`config.mk`:
```
export PLATFORM = sky130hd
export DESIGN_NAME = clih_handler
export DESIGN_NICKNAME = d
export VERILOG_FILES = /design/src/common/clih_pkg.sv /design/src/common/clih_byte_if.sv /design/src/rtl/clih_handler.sv /design/src/rtl/clih_packer.sv
export SDC_FILE = /design/constraint.sdc
export NUM_CORES = 1
export LEC_CHECK = 0
export ABC_AREA = 1
export ABC_CLOCK_PERIOD_IN_PS = 7100
export BUFFER_PORTS_ARGS = -buffer_cell sky130_fd_sc_hd__buf_2
export CORE_MARGIN = 1.5
export CORE_UTILIZATION = 50
export DETAILED_ROUTE_END_ITERATION = 10
export PLACE_DENSITY = 0.63
export SYNTH_ARGS = -nofsm -noshare
export SYNTH_HDL_FRONTEND = slang
export SYNTH_HIERARCHICAL = 1
export SYNTH_SLANG_ARGS = --single-unit
```
`constraint.sdc`:
```
create_clock -name sys_clk_i -period 7.1 [get_ports sys_clk_i]
set_clock_uncertainty 0.2 [all_clocks]
set_input_delay 0 -clock sys_clk_i [delete_from_list [all_inputs] [get_ports sys_clk_i]]
set_output_delay 0 -clock sys_clk_i [all_outputs]
set_load 0.05 [all_outputs]
```
`src/common/clih_pkg.sv`:
```
// package: constants for the character display instruction handler
`default_nettype none
package clih_pkg;
   localparam int unsigned RAM_DEPTH   = 80;             // text ram size
   localparam int unsigned LINE_LEN    = 40;             // positions per line in two-line mode
   localparam logic [6:0]  LINE2_BASE  = 7'h40;          // address of second line head
   localparam logic [6:0]  LINE1_LAST  = 7'h27;          // last address of line one
   localparam logic [6:0]  LINE2_LAST  = 7'h67;
   localparam logic [6:0]  RAM_LAST    = 7'h4F;          // last address in one-line mode
   localparam logic [5:0]  SHIFT_LAST  = 6'h27;          // window offset wraps per line
   localparam logic [5:0]  GLYPH_LAST  = 6'h3F;
   localparam logic [7:0]  BLANK_CODE  = 8'h20;          // blank character after init
   localparam logic [6:0]  HOME_ADDR   = 7'h00;
   // instruction class bit positions (highest set bit decides)
   localparam int unsigned B_DDADDR = 7;
   localparam int unsigned B_CGADDR = 6;
   localparam int unsigned B_FUNC   = 5;
   localparam int unsigned B_SHIFT  = 4;
   localparam int unsigned B_DISP   = 3;
   localparam int unsigned B_ENTRY  = 2;
   localparam int unsigned B_HOME   = 1;
   localparam int unsigned B_CLEAR  = 0;
   // field positions
   localparam int unsigned F_DL = 4;  // width: 1 = eight-bit
   localparam int unsigned F_N  = 3;  // lines: 1 = two lines
   localparam int unsigned F_VG = 0;  // drive: 1 = internal generator
   localparam int unsigned F_SC = 3;  // 1 = shift display, 0 = move cursor
   localparam int unsigned F_RL = 2;  // right when set
   localparam int unsigned F_D  = 2;
   localparam int unsigned F_C  = 1;
   localparam int unsigned F_B  = 0;
   localparam int unsigned F_ID = 1;
   localparam int unsigned F_S  = 0;
endpackage : clih_pkg
`default_nettype wire

```
`src/common/clih_byte_if.sv`:
```
// interface: assembled byte stream from the nibble packer to the interpreter
`default_nettype none
interface clih_byte_if;
   logic       valid;
   logic       register_select;
   logic [7:0] data;
   modport src (output valid, output register_select, output data);
   modport dst (input valid, input register_select, input data);
endinterface : clih_byte_if
`default_nettype wire

```
`src/rtl/clih_handler.sv`:
```
// module: instruction and data interpreter with text ram and display window
`default_nettype none
module clih_handler
   import clih_pkg::*;
(
   input  wire logic       sys_clk_i,
   input  wire logic       rst_n_i,             // synchronous power-on reset
   input  wire logic       strobe_i,            // one-cycle write strobe
   input  wire logic       register_select_i,   // 0 instruction, 1 data
   input  wire logic [7:0] parallel_data_lines_i,
   input  wire logic [6:0] rd_addr_i,           // display-side text ram read
   output logic [7:0]      rd_data_o,
   output logic [6:0]      address_counter_o,
   output logic            glyph_sel_o,         // address counter points at glyph ram
   output logic [5:0]      window_shift_o,      // visible window offset
   output logic            eight_bit_o,
   output logic            two_line_o,
   output logic            internal_drive_o,    // panel_drive_voltage from internal generator
   output logic            display_on_o,
   output logic            cursor_on_o,
   output logic            blink_on_o,
   output logic            increment_o,
   output logic            shift_on_write_o,
   output logic            byte_done_o          // pulse per accepted byte
);
   clih_byte_if bi ();

   // the packer holds its pairing state in reset too, so no strobe leaks through
   clih_packer i_clih_packer (
      .sys_clk_i             (sys_clk_i),
      .rst_n_i               (rst_n_i),
      .strobe_i              (strobe_i),
      .register_select_i     (register_select_i),
      .parallel_data_lines_i (parallel_data_lines_i),
      .eight_bit_i           (eight_bit_o),
      .out                   (bi)
   );

   logic [7:0] ram_r [RAM_DEPTH];
   logic [7:0] glyph_r [int'(GLYPH_LAST) + 1];
   logic [6:0] address_counter_r;
   logic       cg_r;
   logic [5:0] shift_r;
   logic [6:0] address_counter_nxt;
   logic [5:0] shift_nxt;
   logic       is_data;
   logic       is_instr;
   logic [7:0] d;

   assign is_data  = bi.valid && bi.register_select;
   assign is_instr = bi.valid && !bi.register_select;
   assign d        = bi.data;

   // step address by one, wrapping line by line in two-line mode
   function automatic logic [6:0] clih_step(input logic [6:0] a, input logic up, input logic two,
                                            input logic cg);
      logic [6:0] r;
      r = up ? a + 7'h01 : a - 7'h01;
      if (cg)
         r = {1'b0, r[5:0]};
      else if (two) begin
         if (up && a == LINE1_LAST)      r = LINE2_BASE;
         else if (up && a == LINE2_LAST) r = HOME_ADDR;
         else if (!up && a == HOME_ADDR) r = LINE2_LAST;
         else if (!up && a == LINE2_BASE) r = LINE1_LAST;
      end else begin
         if (up && a == RAM_LAST)        r = HOME_ADDR;
         else if (!up && a == HOME_ADDR) r = RAM_LAST;
      end
      return r;
   endfunction

   // window offset moves both lines alike; lines never borrow from each other
   function automatic logic [5:0] clih_win(input logic [5:0] s, input logic left);
      logic [5:0] r;
      if (left) r = (s == SHIFT_LAST) ? 6'h00 : s + 6'h01;
      else      r = (s == 6'h00) ? SHIFT_LAST : s - 6'h01;
      return r;
   endfunction

   // next address counter and window
   always_comb begin
      address_counter_nxt = address_counter_r;
      shift_nxt           = shift_r;
      if (is_data) begin
         address_counter_nxt = clih_step(address_counter_r, increment_o, two_line_o, cg_r);
         if (shift_on_write_o && !cg_r)
            shift_nxt = clih_win(shift_r, increment_o);
      end else if (is_instr) begin
         if (d[B_DDADDR])
            address_counter_nxt = d[6:0];
         else if (d[B_CGADDR])
            address_counter_nxt = {1'b0, d[5:0]};
         else if (d[B_FUNC])
            address_counter_nxt = address_counter_r;
         else if (d[B_SHIFT]) begin
            // a display shift moves the window only; the counter keeps its character, so entry resumes in place
            if (d[F_SC])
               shift_nxt = clih_win(shift_r, !d[F_RL]);
            else
               address_counter_nxt = clih_step(address_counter_r, d[F_RL], two_line_o, cg_r);
         end else if (d[B_DISP] || d[B_ENTRY])
            address_counter_nxt = address_counter_r;
         else if (d[B_HOME] || d[B_CLEAR]) begin
            address_counter_nxt = HOME_ADDR;
            shift_nxt           = 6'h00;
         end
      end
   end

   // address counter, ram select and window
   always_ff @(posedge sys_clk_i) begin
      if (!rst_n_i) begin
         address_counter_r <= HOME_ADDR;
         cg_r              <= 1'b0;
         shift_r           <= 6'h00;
      end else begin
         address_counter_r <= address_counter_nxt;
         shift_r <= shift_nxt;
         if (is_instr && d[B_DDADDR])      cg_r <= 1'b0;
         else if (is_instr && d[B_CGADDR]) cg_r <= 1'b1;
         else if (is_instr && !d[B_FUNC] && !d[B_SHIFT] && !d[B_DISP] && !d[B_ENTRY]
                  && (d[B_HOME] || d[B_CLEAR])) cg_r <= 1'b0;
      end
   end

   // text ram: only data writes and clear touch contents, shifts never do
   genvar gi;
   generate
      for (gi = 0; gi < RAM_DEPTH; gi++) begin : g_ram
         localparam logic [6:0] IDX = 7'(gi < LINE_LEN ? gi : gi - LINE_LEN + LINE2_BASE);
         always_ff @(posedge sys_clk_i) begin
            if (!rst_n_i)
               ram_r[gi] <= BLANK_CODE;
            else if (is_data && !cg_r && address_counter_r == (two_line_o ? IDX : 7'(gi)))
               ram_r[gi] <= d;
            else if (is_instr && d == 8'h01)
               ram_r[gi] <= BLANK_CODE;
         end
      end
      for (gi = 0; gi <= int'(GLYPH_LAST); gi++) begin : g_glyph
         always_ff @(posedge sys_clk_i) begin
            if (!rst_n_i)
               glyph_r[gi] <= 8'h00;
            else if (is_data && cg_r && address_counter_r[5:0] == 6'(gi))
               glyph_r[gi] <= d;
         end
      end
   endgenerate

   // configuration held by function set, on/off and entry mode
   always_ff @(posedge sys_clk_i) begin
      if (!rst_n_i) begin
         eight_bit_o      <= 1'b1;
         two_line_o       <= 1'b0;
         internal_drive_o <= 1'b0;
         display_on_o     <= 1'b0;
         cursor_on_o      <= 1'b0;
         blink_on_o       <= 1'b0;
         increment_o      <= 1'b1;
         shift_on_write_o <= 1'b0;
      end else if (is_instr && !d[B_DDADDR] && !d[B_CGADDR]) begin
         if (d[B_FUNC]) begin
            eight_bit_o      <= d[F_DL];
            two_line_o       <= d[F_N];
            internal_drive_o <= d[F_VG];
         end else if (!d[B_SHIFT] && d[B_DISP]) begin
            display_on_o <= d[F_D];
            cursor_on_o  <= d[F_C];
            blink_on_o   <= d[F_B];
         end else if (!d[B_SHIFT] && d[B_ENTRY]) begin
            increment_o      <= d[F_ID];
            shift_on_write_o <= d[F_S];
         end
      end
   end

   // display-side read, registered; addresses past the ram read blank
   always_ff @(posedge sys_clk_i) begin
      if (!rst_n_i)
         rd_data_o <= BLANK_CODE;
      else if (rd_addr_i < 7'(LINE_LEN))
         rd_data_o <= ram_r[rd_addr_i];
      else if (two_line_o && rd_addr_i >= LINE2_BASE && rd_addr_i <= LINE2_LAST)
         rd_data_o <= ram_r[7'(rd_addr_i - LINE2_BASE + 7'(LINE_LEN))];
      else if (!two_line_o && rd_addr_i <= RAM_LAST)
         rd_data_o <= ram_r[rd_addr_i];
      else
         rd_data_o <= BLANK_CODE;
   end

   always_ff @(posedge sys_clk_i) begin
      if (!rst_n_i) byte_done_o <= 1'b0;
      else          byte_done_o <= bi.valid;
   end

   assign address_counter_o = address_counter_r;
   assign glyph_sel_o       = cg_r;
   assign window_shift_o    = shift_r;
endmodule : clih_handler
`default_nettype wire

```
`src/rtl/clih_packer.sv`:
```
// module: packs parallel strobes into bytes, handling the four-bit width
`default_nettype none
module clih_packer
   import clih_pkg::*;
(
   input  wire logic       sys_clk_i,
   input  wire logic       rst_n_i,
   input  wire logic       strobe_i,
   input  wire logic       register_select_i,
   input  wire logic [7:0] parallel_data_lines_i,
   input  wire logic       eight_bit_i,
   clih_byte_if.src        out
);
   logic       half_r;   // upper nibble held, waiting for lower
   logic [3:0] upper_r;

   // nibble pairing; in eight-bit width every strobe is a whole byte
   always_ff @(posedge sys_clk_i) begin
      if (!rst_n_i) begin
         half_r  <= 1'b0;
         upper_r <= 4'h0;
      end else if (strobe_i) begin
         if (eight_bit_i)
            half_r <= 1'b0;
         else if (!half_r) begin
            half_r  <= 1'b1;
            upper_r <= parallel_data_lines_i[7:4];
         end else
            half_r <= 1'b0;
      end
   end

   // byte out, registered
   always_ff @(posedge sys_clk_i) begin
      if (!rst_n_i) begin
         out.valid           <= 1'b0;
         out.register_select <= 1'b0;
         out.data            <= 8'h00;
      end else begin
         out.valid <= strobe_i && (eight_bit_i || half_r);
         if (strobe_i) begin
            out.register_select <= register_select_i;
            out.data <= eight_bit_i ? parallel_data_lines_i
                                    : {upper_r, parallel_data_lines_i[7:4]};
         end
      end
   end
endmodule : clih_packer
`default_nettype wire

```
==> results of run 1 <==
[power by group]
| group | leakage, nW | switching (mW) | internal [mW] | total, mW |
|---|---|---|---|---|
| sequential | 6.70 | 0.0592 | 4.54 | 4.60 |
| combinational | 7.95 | 0.823 | 0.247 | 1.07 |
| clock | 1.10 | 1.65 | 2.09 | 3.74 |
[worst paths after layout]
check / from / endpoint
min: parallel_data_lines_i[7] / i_clih_packer/upper_r[3]
max reg2reg: i_clih_packer/out.data[2] / ram_r[57][1]
min reg2reg: internal_drive_o / internal_drive_o
max: i_clih_packer/out.data[2] / ram_r[57][1]
[routing by layer]
metal	track usage, %	vias up
li1	-	13792
met1	38.62	13623
met2	45.11	1070
met3	3.612	213
met4	11.70	0
met5	0	-
[sequential cells by signal (all words and copies together) (netlist names), 4 cells and up]
| signal | count |
|---|---|
| ram_r | 640 |
| i_clih_packer/out.data | 8 |
| rd_data_o | 8 |
| address_counter_o | 7 |
| window_shift_o | 6 |
| i_clih_packer/upper_r | 4 |
[final cells by class]
cell class / instances / area (um^2) / share of cell area, %
clock inverter: 28 / 260.3 / 0.6710
clock buffer: 104 / 2037 / 5.252
sequential: 686 / 20140 / 51.92
inverter: 531 / 2021 / 5.210
tap: 940 / 1176 / 3.032
multi-input combinational: 2938 / 12330 / 31.79
timing repair buffer: 109 / 822.0 / 2.119
[per-stage QoR]
| step | hold slack (ps) | power (mW) | util, % |
|---|---|---|---|
| after detailed placement | 57.36 | 5.723 | 51.27 |
| after global placement | 52.65 | 5.714 | 51.27 |
| after global routing | 114.2 | 9.695 | 55.01 |
| after floorplan | -79.28 | 5.389 | - |
| after CTS | 47.86 | 9.427 | 55.01 |
| final | 68.93 | 9.414 | 55.01 |
[what timing repair did]
item,CTS,global route
endpoints found under the setup margin,0,0
gates resized for setup,0,0
hold buffers,34,0
hold endpoints to repair,37,0
[cells in the mapped netlist (8+ instances only)]
library cell	n
nand2_1	1182
nand3_1	332
buf_6	26
a211oi_1	8
buf_4	36
nor3_2	12
edfxtp_1	640
inv_1	490
inv_2	32
nor2_1	1045
dfxtp_1	46
o21ai_1	41
nand4_1	8
buf_2	67
clkbuf_1	109
buf_1	13
ha_1	11
o21ai_0	163
nor3_1	22
o22ai_1	19
a21oi_1	33
xor2_1	9
nor2_2	13
[worst reg2reg max path, stage by stage (launching register included)]
cell and delay (ps):
dfxtp_1 740, nor2_1 200, a41oi_4 240, buf_4 400, buf_4 730, o21ai_0 670
[cell families (layout without fill, tap and decap cells)]
family / Yosys count / count (layout) / share of synthesized area, %
AO/OA/AOI/OAI: 283 / 283 / 4.246
XOR/XNOR: 16 / 16 / 0.4121
adder cells (fa/ha/maj): 11 / 11 / 0.3841
buffers and inverters: 783 / 772 / 9.411
flip-flops: 686 / 686 / 56.21
multiplexers: 2 / 2 / 0.05587
AND/OR/NAND/NOR: 2626 / 2626 / 29.29
==> key figures, run 1 <==
Route
  • Top layer in use: met4
  • Met3 WL: just over 7000 um
  • DRC viols: 0
  • Final wirelength: roughly 100,000 um
  • Routed wl met2: just under 50,000 um
  • Detailed Routing Iterations Pass 1: 6
  • WL/cell: 19.42 um
  • ANT nets after route: 0
  • Vias per inst: between 5 and 6
  • Metal1 wirelength: between 40,000 and 50,000 um
  • Via count: ~29,000
  • Initial DRC count: between 2,000 and 3,000

Placement
  • PortBufs: 49
  • GP Congestion: between 0.9 and 1
  • DP HPWL: approximately 65,000 um
  • Cell Area, Placed: about 36,000 um^2
  • Dpl cells: a little over 5,000
  • Pre-CTS setup slack: ~3500 ps

Final layout
  • P&R area growth vs syn: 8.248%
  • Fillcell total: between 6,000 and 7,000
  • Final instance area: 38,790 um^2
  • Nets: 4,371
  • Commonest non-fill, non-tap cell in the layout: nand2_1
  • Non-Filler Instances: between 5,000 and 6,000
  • Antenna fix cells: 0
  • Most frequent cells in the layout: nand2_1, nor2_1, edfxtp_1
  • Fraction of layout cells with a size suffix above 1: roughly 5.7%

Clock tree
  • H-tree lvl count: 3
  • Clk_lat worst skew: 650 ps
  • Clock root buffer: clkbuf_16
  • Inserted Clock Buffers: 75
  • CTS max path bufs: 3
  • CTS tree: yes
  • Clock Sinks: about 690
  • Post CTS Setup Buffer Count: 0
  • Reg clk slew, reported paths: 60 ps

Synthesis
  • Post-Syn Nets: 4,437
  • Synth Register Bits: 686
  • Register area share after synthesis: a little under three fifths
  • Post-synth top area share: 53.64%
  • Synth cell types: 42
  • Most used DFF post-synth: edfxtp_1
  • Synth warnings: 6
  • Area leader, netlist: edfxtp_1
  • Avg Cell Area, Syn: approximately 8.1 um^2
  • Syn Inst Count: between 4,000 and 5,000
  • Ys async rst share: 0%
  • Cell area after synthesis: ~36,000 um^2
  • Synth top area cells: edfxtp_1, nand2_1, nor2_1
  • Number of synthesized flops with an enable pin: 640

Setup path
  • Worst Path Arrival: 3610 ps
  • Critical path depth in cells: 5
  • R2r worst-path depth: 5
  • Slowest CP cell: dfxtp_1
  • Crit path cell chain: nor2_1 -> a41oi_4 -> buf_4 -> buf_4 -> o21ai_0
  • R2R Setup Slk: 3490 ps
  • Worst Path Buf+Inv: 2
  • CP endpoint kind: register
  • Worst path required time: approximately 7100 ps
  • Crit-path leading delay family: buffers and inverters
  • Crit start category: register
  • Critical Path Fanout Max: 48
  • WS Path Type: register to register
  • Critical path's largest stage delay: ~740 ps
  • Crit-path most repeated cell: buf_4

Min path
  • Worst Hold Path Cells: 6
  • Worst Hold Class: input pin to register

Timing
  • PnR worst setup slack: 3490 ps
  • Total negative slack: 0 ps
  • Max Freq: about 280 MHz
  • Slew Limit Fails: 0
  • Worst slew margin: 14.36%
  • Final hold viol count: 0
  • RSZ-0062 raised after global routing: false
  • Period utilisation layout: 50.84%
  • Final setup vio count: 0
  • Minimum clock period: between 3000 and 4000 ps
  • Least-Margin Pin Slew: around 1300 ps

Die
  • FP Rows: 97
  • Die width: roughly 270 um
  • # IOs: 50
  • Height of the die: 270.7 um
  • Core Box Area: ~71,000 um^2
  • Starting Density: between 50% and 60%
  • Die area: about 73,000 um^2

GRT
  • GR Overflow Total: 0
  • Via count of the first global-routing pass: ~27,000
  • Global-route wire length before repair: 157,900 um
  • Largest net degree at the start of global routing: approximately 180
  • Antenna violations before repair: 1
  • GR Util All Layers: 28.11%

Power
  • VDD IR max: ~220 uV
  • Power Density: 242.7 nW/um^2
  • Leak: 15.76 nW

Status
  • Outcome: finished, final reports clean

Flow run
  • Max-cap viol count: 0
(Power assumes the default switching activity.)
==> run 2, diff against run 1 <==
--- a/config.mk
+++ b/config.mk
@@ -6,12 +6,12 @@
 export NUM_CORES = 1
 export LEC_CHECK = 0
 export ABC_AREA = 1
-export ABC_CLOCK_PERIOD_IN_PS = 7100
+export ABC_CLOCK_PERIOD_IN_PS = 2900
 export BUFFER_PORTS_ARGS = -buffer_cell sky130_fd_sc_hd__buf_2
 export CORE_MARGIN = 1.5
 export CORE_UTILIZATION = 50
 export DETAILED_ROUTE_END_ITERATION = 10
-export PLACE_DENSITY = 0.63
+export PLACE_DENSITY = 0.65
 export SYNTH_ARGS = -nofsm -noshare
 export SYNTH_HDL_FRONTEND = slang
 export SYNTH_HIERARCHICAL = 1
==> constraint.sdc (replaced) <==
create_clock -name sys_clk_i -period 2.9 [get_ports sys_clk_i]
set_clock_uncertainty 0.2 [all_clocks]
set_input_delay 0 -clock sys_clk_i [delete_from_list [all_inputs] [get_ports sys_clk_i]]
set_output_delay 0 -clock sys_clk_i [all_outputs]
set_load 0.05 [all_outputs]
==> run 2 against run 1 <==
  * Cell area increased by 2.8%
  * Combinational power grew to 2.6 times the previous value
  * Maximum frequency grew 30%
  * Hold slack worse by 4.8 ps
  * Die area stayed put
  * Core utilization is 1.5 points higher
  * Sequential power increased by 150%
  * Critical path depth up 5
  * Cell count up 1.6%
==> key figures, run 2 (synthesized netlist as in run 1, its figures left out) <==
Power
  • P_int: 17.36 mW (was 6.880 mW)
  • Comb power frac: 11.8% (was 11.4%)
  • Clk pwr share: 40.5% (was 39.8%)
  • Leak: 16.34 nW (was 15.76 nW)
  • Power Density: 591.9 nW/um^2 (was 242.7 nW/um^2)
  • Psw: 6.238 mW (was 2.533 mW)
  • Sequential share of power: 47.7% (was 48.9%)
  • VDD IR max: 470.7 uV (was 221.7 uV)
  • Sw Ratio: 26.44% (was 26.91%)

Final layout
  • Final core occ: 56.54% (was 55.01%)
  • Fraction of layout cells with a size suffix above 1: 7.673% (was 5.732%)
  • Multi-input logic area: 12,330 um^2 (unchanged)
  • Register area: 20,140 um^2 (unchanged)
  • Commonest non-fill, non-tap cell in the layout: nand2_1 (unchanged)
  • Top flop regs: ram_r x640, i_clih_packer/out.data x8, rd_data_o x8 (unchanged)
  • Most frequent cells in the layout: nand2_1, nor2_1, edfxtp_1 (unchanged)
  • Fillcell total: 6,416 (was 6,571)
  • P&R area growth vs syn: 11.26% (was 8.248%)
  • Max FFs per register: 640 (unchanged)
  • Reg with most FFs: ram_r (unchanged)
  • Nets: 4,457 (was 4,371)

Timing
  • Total negative slack: 0 ps (unchanged)
  • Max Freq: 359.0 MHz (was 277.0 MHz)
  • Final hold viol count: 0 (unchanged)
  • Worst slew margin: 29.08% (was 14.36%)
  • Least-Margin Pin Slew: 1060 ps (was 1271 ps)
  • Slew Limit Fails: 0 (unchanged)
  • PnR worst setup slack: 114.4 ps (was 3490 ps)
  • Minimum clock period: 2786 ps (was 3610 ps)
  • Final setup vio count: 0 (unchanged)
  • RSZ-0062 raised after global routing: false (unchanged)
  • Period utilisation layout: 96.05% (was 50.84%)

Clock tree
  • Clk_lat worst skew: 630 ps (was 650 ps)
  • Reg clk slew, reported paths: 70 ps (was 60 ps)
  • CTS tree: yes (unchanged)
  • Clock Sinks: 686 (unchanged)
  • H-tree lvl count: 3 (unchanged)
  • Clock root buffer: clkbuf_16 (unchanged)
  • CTS max path bufs: 3 (unchanged)
  • Inserted Clock Buffers: 75 (unchanged)

Setup path
  • WS Path Type: register to register (unchanged)
  • CP endpoint kind: register (unchanged)
  • CP Capture Point: ram_r[62][1] (was ram_r[57][1])
  • Worst path required time: 2980 ps (was 7100 ps)
  • Critical path's largest stage delay: 510 ps (was 740 ps)
  • Reg2reg end: ram_r[62][1] (was ram_r[57][1])
  • Reg2reg start: address_counter_o[6] (was i_clih_packer/out.data[2])
  • Crit-path most repeated cell: nor2_1 (was buf_4)
  • Crit start category: register (unchanged)
  • Critical Path Fanout Max: 12 (was 48)
  • Crit path cell chain: inv_1 -> nor2_1 -> nor3_2 -> nand2_1 -> nor2_1 -> clkinvlp_4 -> buf_4 -> nor2_1 -> inv_1 -> nand2_1 (was nor2_1 -> a41oi_4 -> buf_4 -> buf_4 -> o21ai_0)
  • Slowest CP cell: nor2_1 (was dfxtp_1)
  • R2R Setup Slk: 110 ps (was 3490 ps)
  • Crit path from: address_counter_o[6] (was i_clih_packer/out.data[2])
  • Worst Path Arrival: 2870 ps (was 3610 ps)
  • R2r worst-path depth: 10 (was 5)

Min path
  • Worst Hold Class: input pin to register (unchanged)

Die
  • # IOs: 50 (unchanged)
  • Height of the die: 270.7 um (unchanged)
  • FP Rows: 97 (unchanged)
  • Die area: 73,280 um^2 (unchanged)
  • Die width: 270.7 um (unchanged)
  • Starting Density: 50.82% (unchanged)
  • Core Box Area: 70,510 um^2 (unchanged)

GRT
  • GR Overflow Total: 0 (unchanged)
  • Via count of the first global-routing pass: 27,841 (was 27,076)
  • Global-route wire length before repair: 161,300 um (was 157,900 um)
  • Antenna violations before repair: 0 (was 1)
  • GR Util All Layers: 28.70% (was 28.11%)
  • Largest net degree at the start of global routing: 82 (was 183)

Placement
  • Pre-CTS setup slack: 177.7 ps (was 3532 ps)
  • DP HPWL: 68,440 um (was 65,380 um)
  • GP Congestion: 0.9362 (was 0.9455)
  • PortBufs: 49 (unchanged)

Route
  • Final wirelength: 105,000 um (was 103,600 um)
  • DRC viols: 0 (unchanged)
  • Detailed Routing Iterations Pass 1: 6 (unchanged)
  • WL/cell: 19.35 um (was 19.42 um)
  • Initial DRC count: 2,945 (was 2,998)
  • Vias per inst: 5.370 (was 5.378)
  • Via count: 29,128 (was 28,698)
  • ANT nets after route: 0 (unchanged)

Status
  • Outcome: finished, final reports clean (unchanged)

Flow run
  • Max-cap viol count: 0 (unchanged)
run 2: cell count changes in the layout (fill, tap and decap cells not counted), moves of 4 or more:
| cell | previous run | this run |
|---|---|---|
| buf_4 | 24 | 85 |
| clkinv_2 | 9 | 13 |
| clkinv_1 | 18 | 14 |
| bufinv_16 | 2 | 6 |
| buf_12 | 2 | 26 |
run 2: power by group through the flow:
stage / Sequential [mW] / Clock, mW / Combinational (mW)
finish: 11.3 / 9.55 / 2.79
global route: 11.3 / 10.0 / 3.04
CTS: 11.2 / 9.65 / 2.76
detailed placement: 11.5 / 0 / 2.71
global placement: 11.4 / 0 / 2.70
floorplan: 11.5 / 0 / 1.71
run 2: cell type report:
type	instances	share of cell area (%)
Multi-Input combinational cell	2938	30.93
Antenna cell	1	0.006277
Inverter	531	5.078
Timing Repair Buffer	195	4.441
Clock inverter	31	0.9604
Clock buffer	102	5.116
Tap cell	940	2.950
Sequential cell	686	50.52
run 2: what timing repair did:
item	4_1_cts	5_1_grt
endpoints found under the hold margin	138	0
resized for setup	0	1
setup endpoints to repair	0	8
buffers inserted	0	4
hold buffers	35	0
run 2: worst min path at each step:
stage	endpoint	slack, ps	start	depth (start not counted)
detailed placement	i_clih_packer/out.register_select	50	register_select_i	3
CTS	rd_data_o[2]	20	rd_addr_i[4]	10
floorplan	i_clih_packer/upper_r[0]	-80	rst_n_i	2
global placement	i_clih_packer/out.register_select	50	register_select_i	3
finish	rd_data_o[2]	60	rd_addr_i[4]	10
global route	rd_data_o[3]	130	rd_addr_i[4]	10
run 2: worst max-delay path, delay by kind of cell (launching register included):
kind                   cells  cell delay (ps)
AND/OR/NAND/NOR            6             1250
buffers and inverters      4              610
flip-flops                 1              390
run 2: per-stage QoR:
step,hold slack [ps],power [mW],instance area [um^2],instances
3_5_place_dp,54.07,14.17,37060,5251
6_report,64.13,23.60,39870,5424
3_3_place_gp,53.26,14.15,37060,5251
5_1_grt,129.0,24.33,39860,5423
2_1_floorplan,-79.28,13.19,35830,4407
4_1_cts,18.35,23.66,39830,5419
run 2: per-layer routing:
layer / global-route usage [%] / part of all wire, % / vias up
li1: - / - / 13978
met1: 38.68 / 42 / 13737
met2: 46.59 / 47 / 1182
met3: 4.589 / 7.9 / 231
met4: 11.13 / 3.8 / 0
met5: 0 / 0 / -
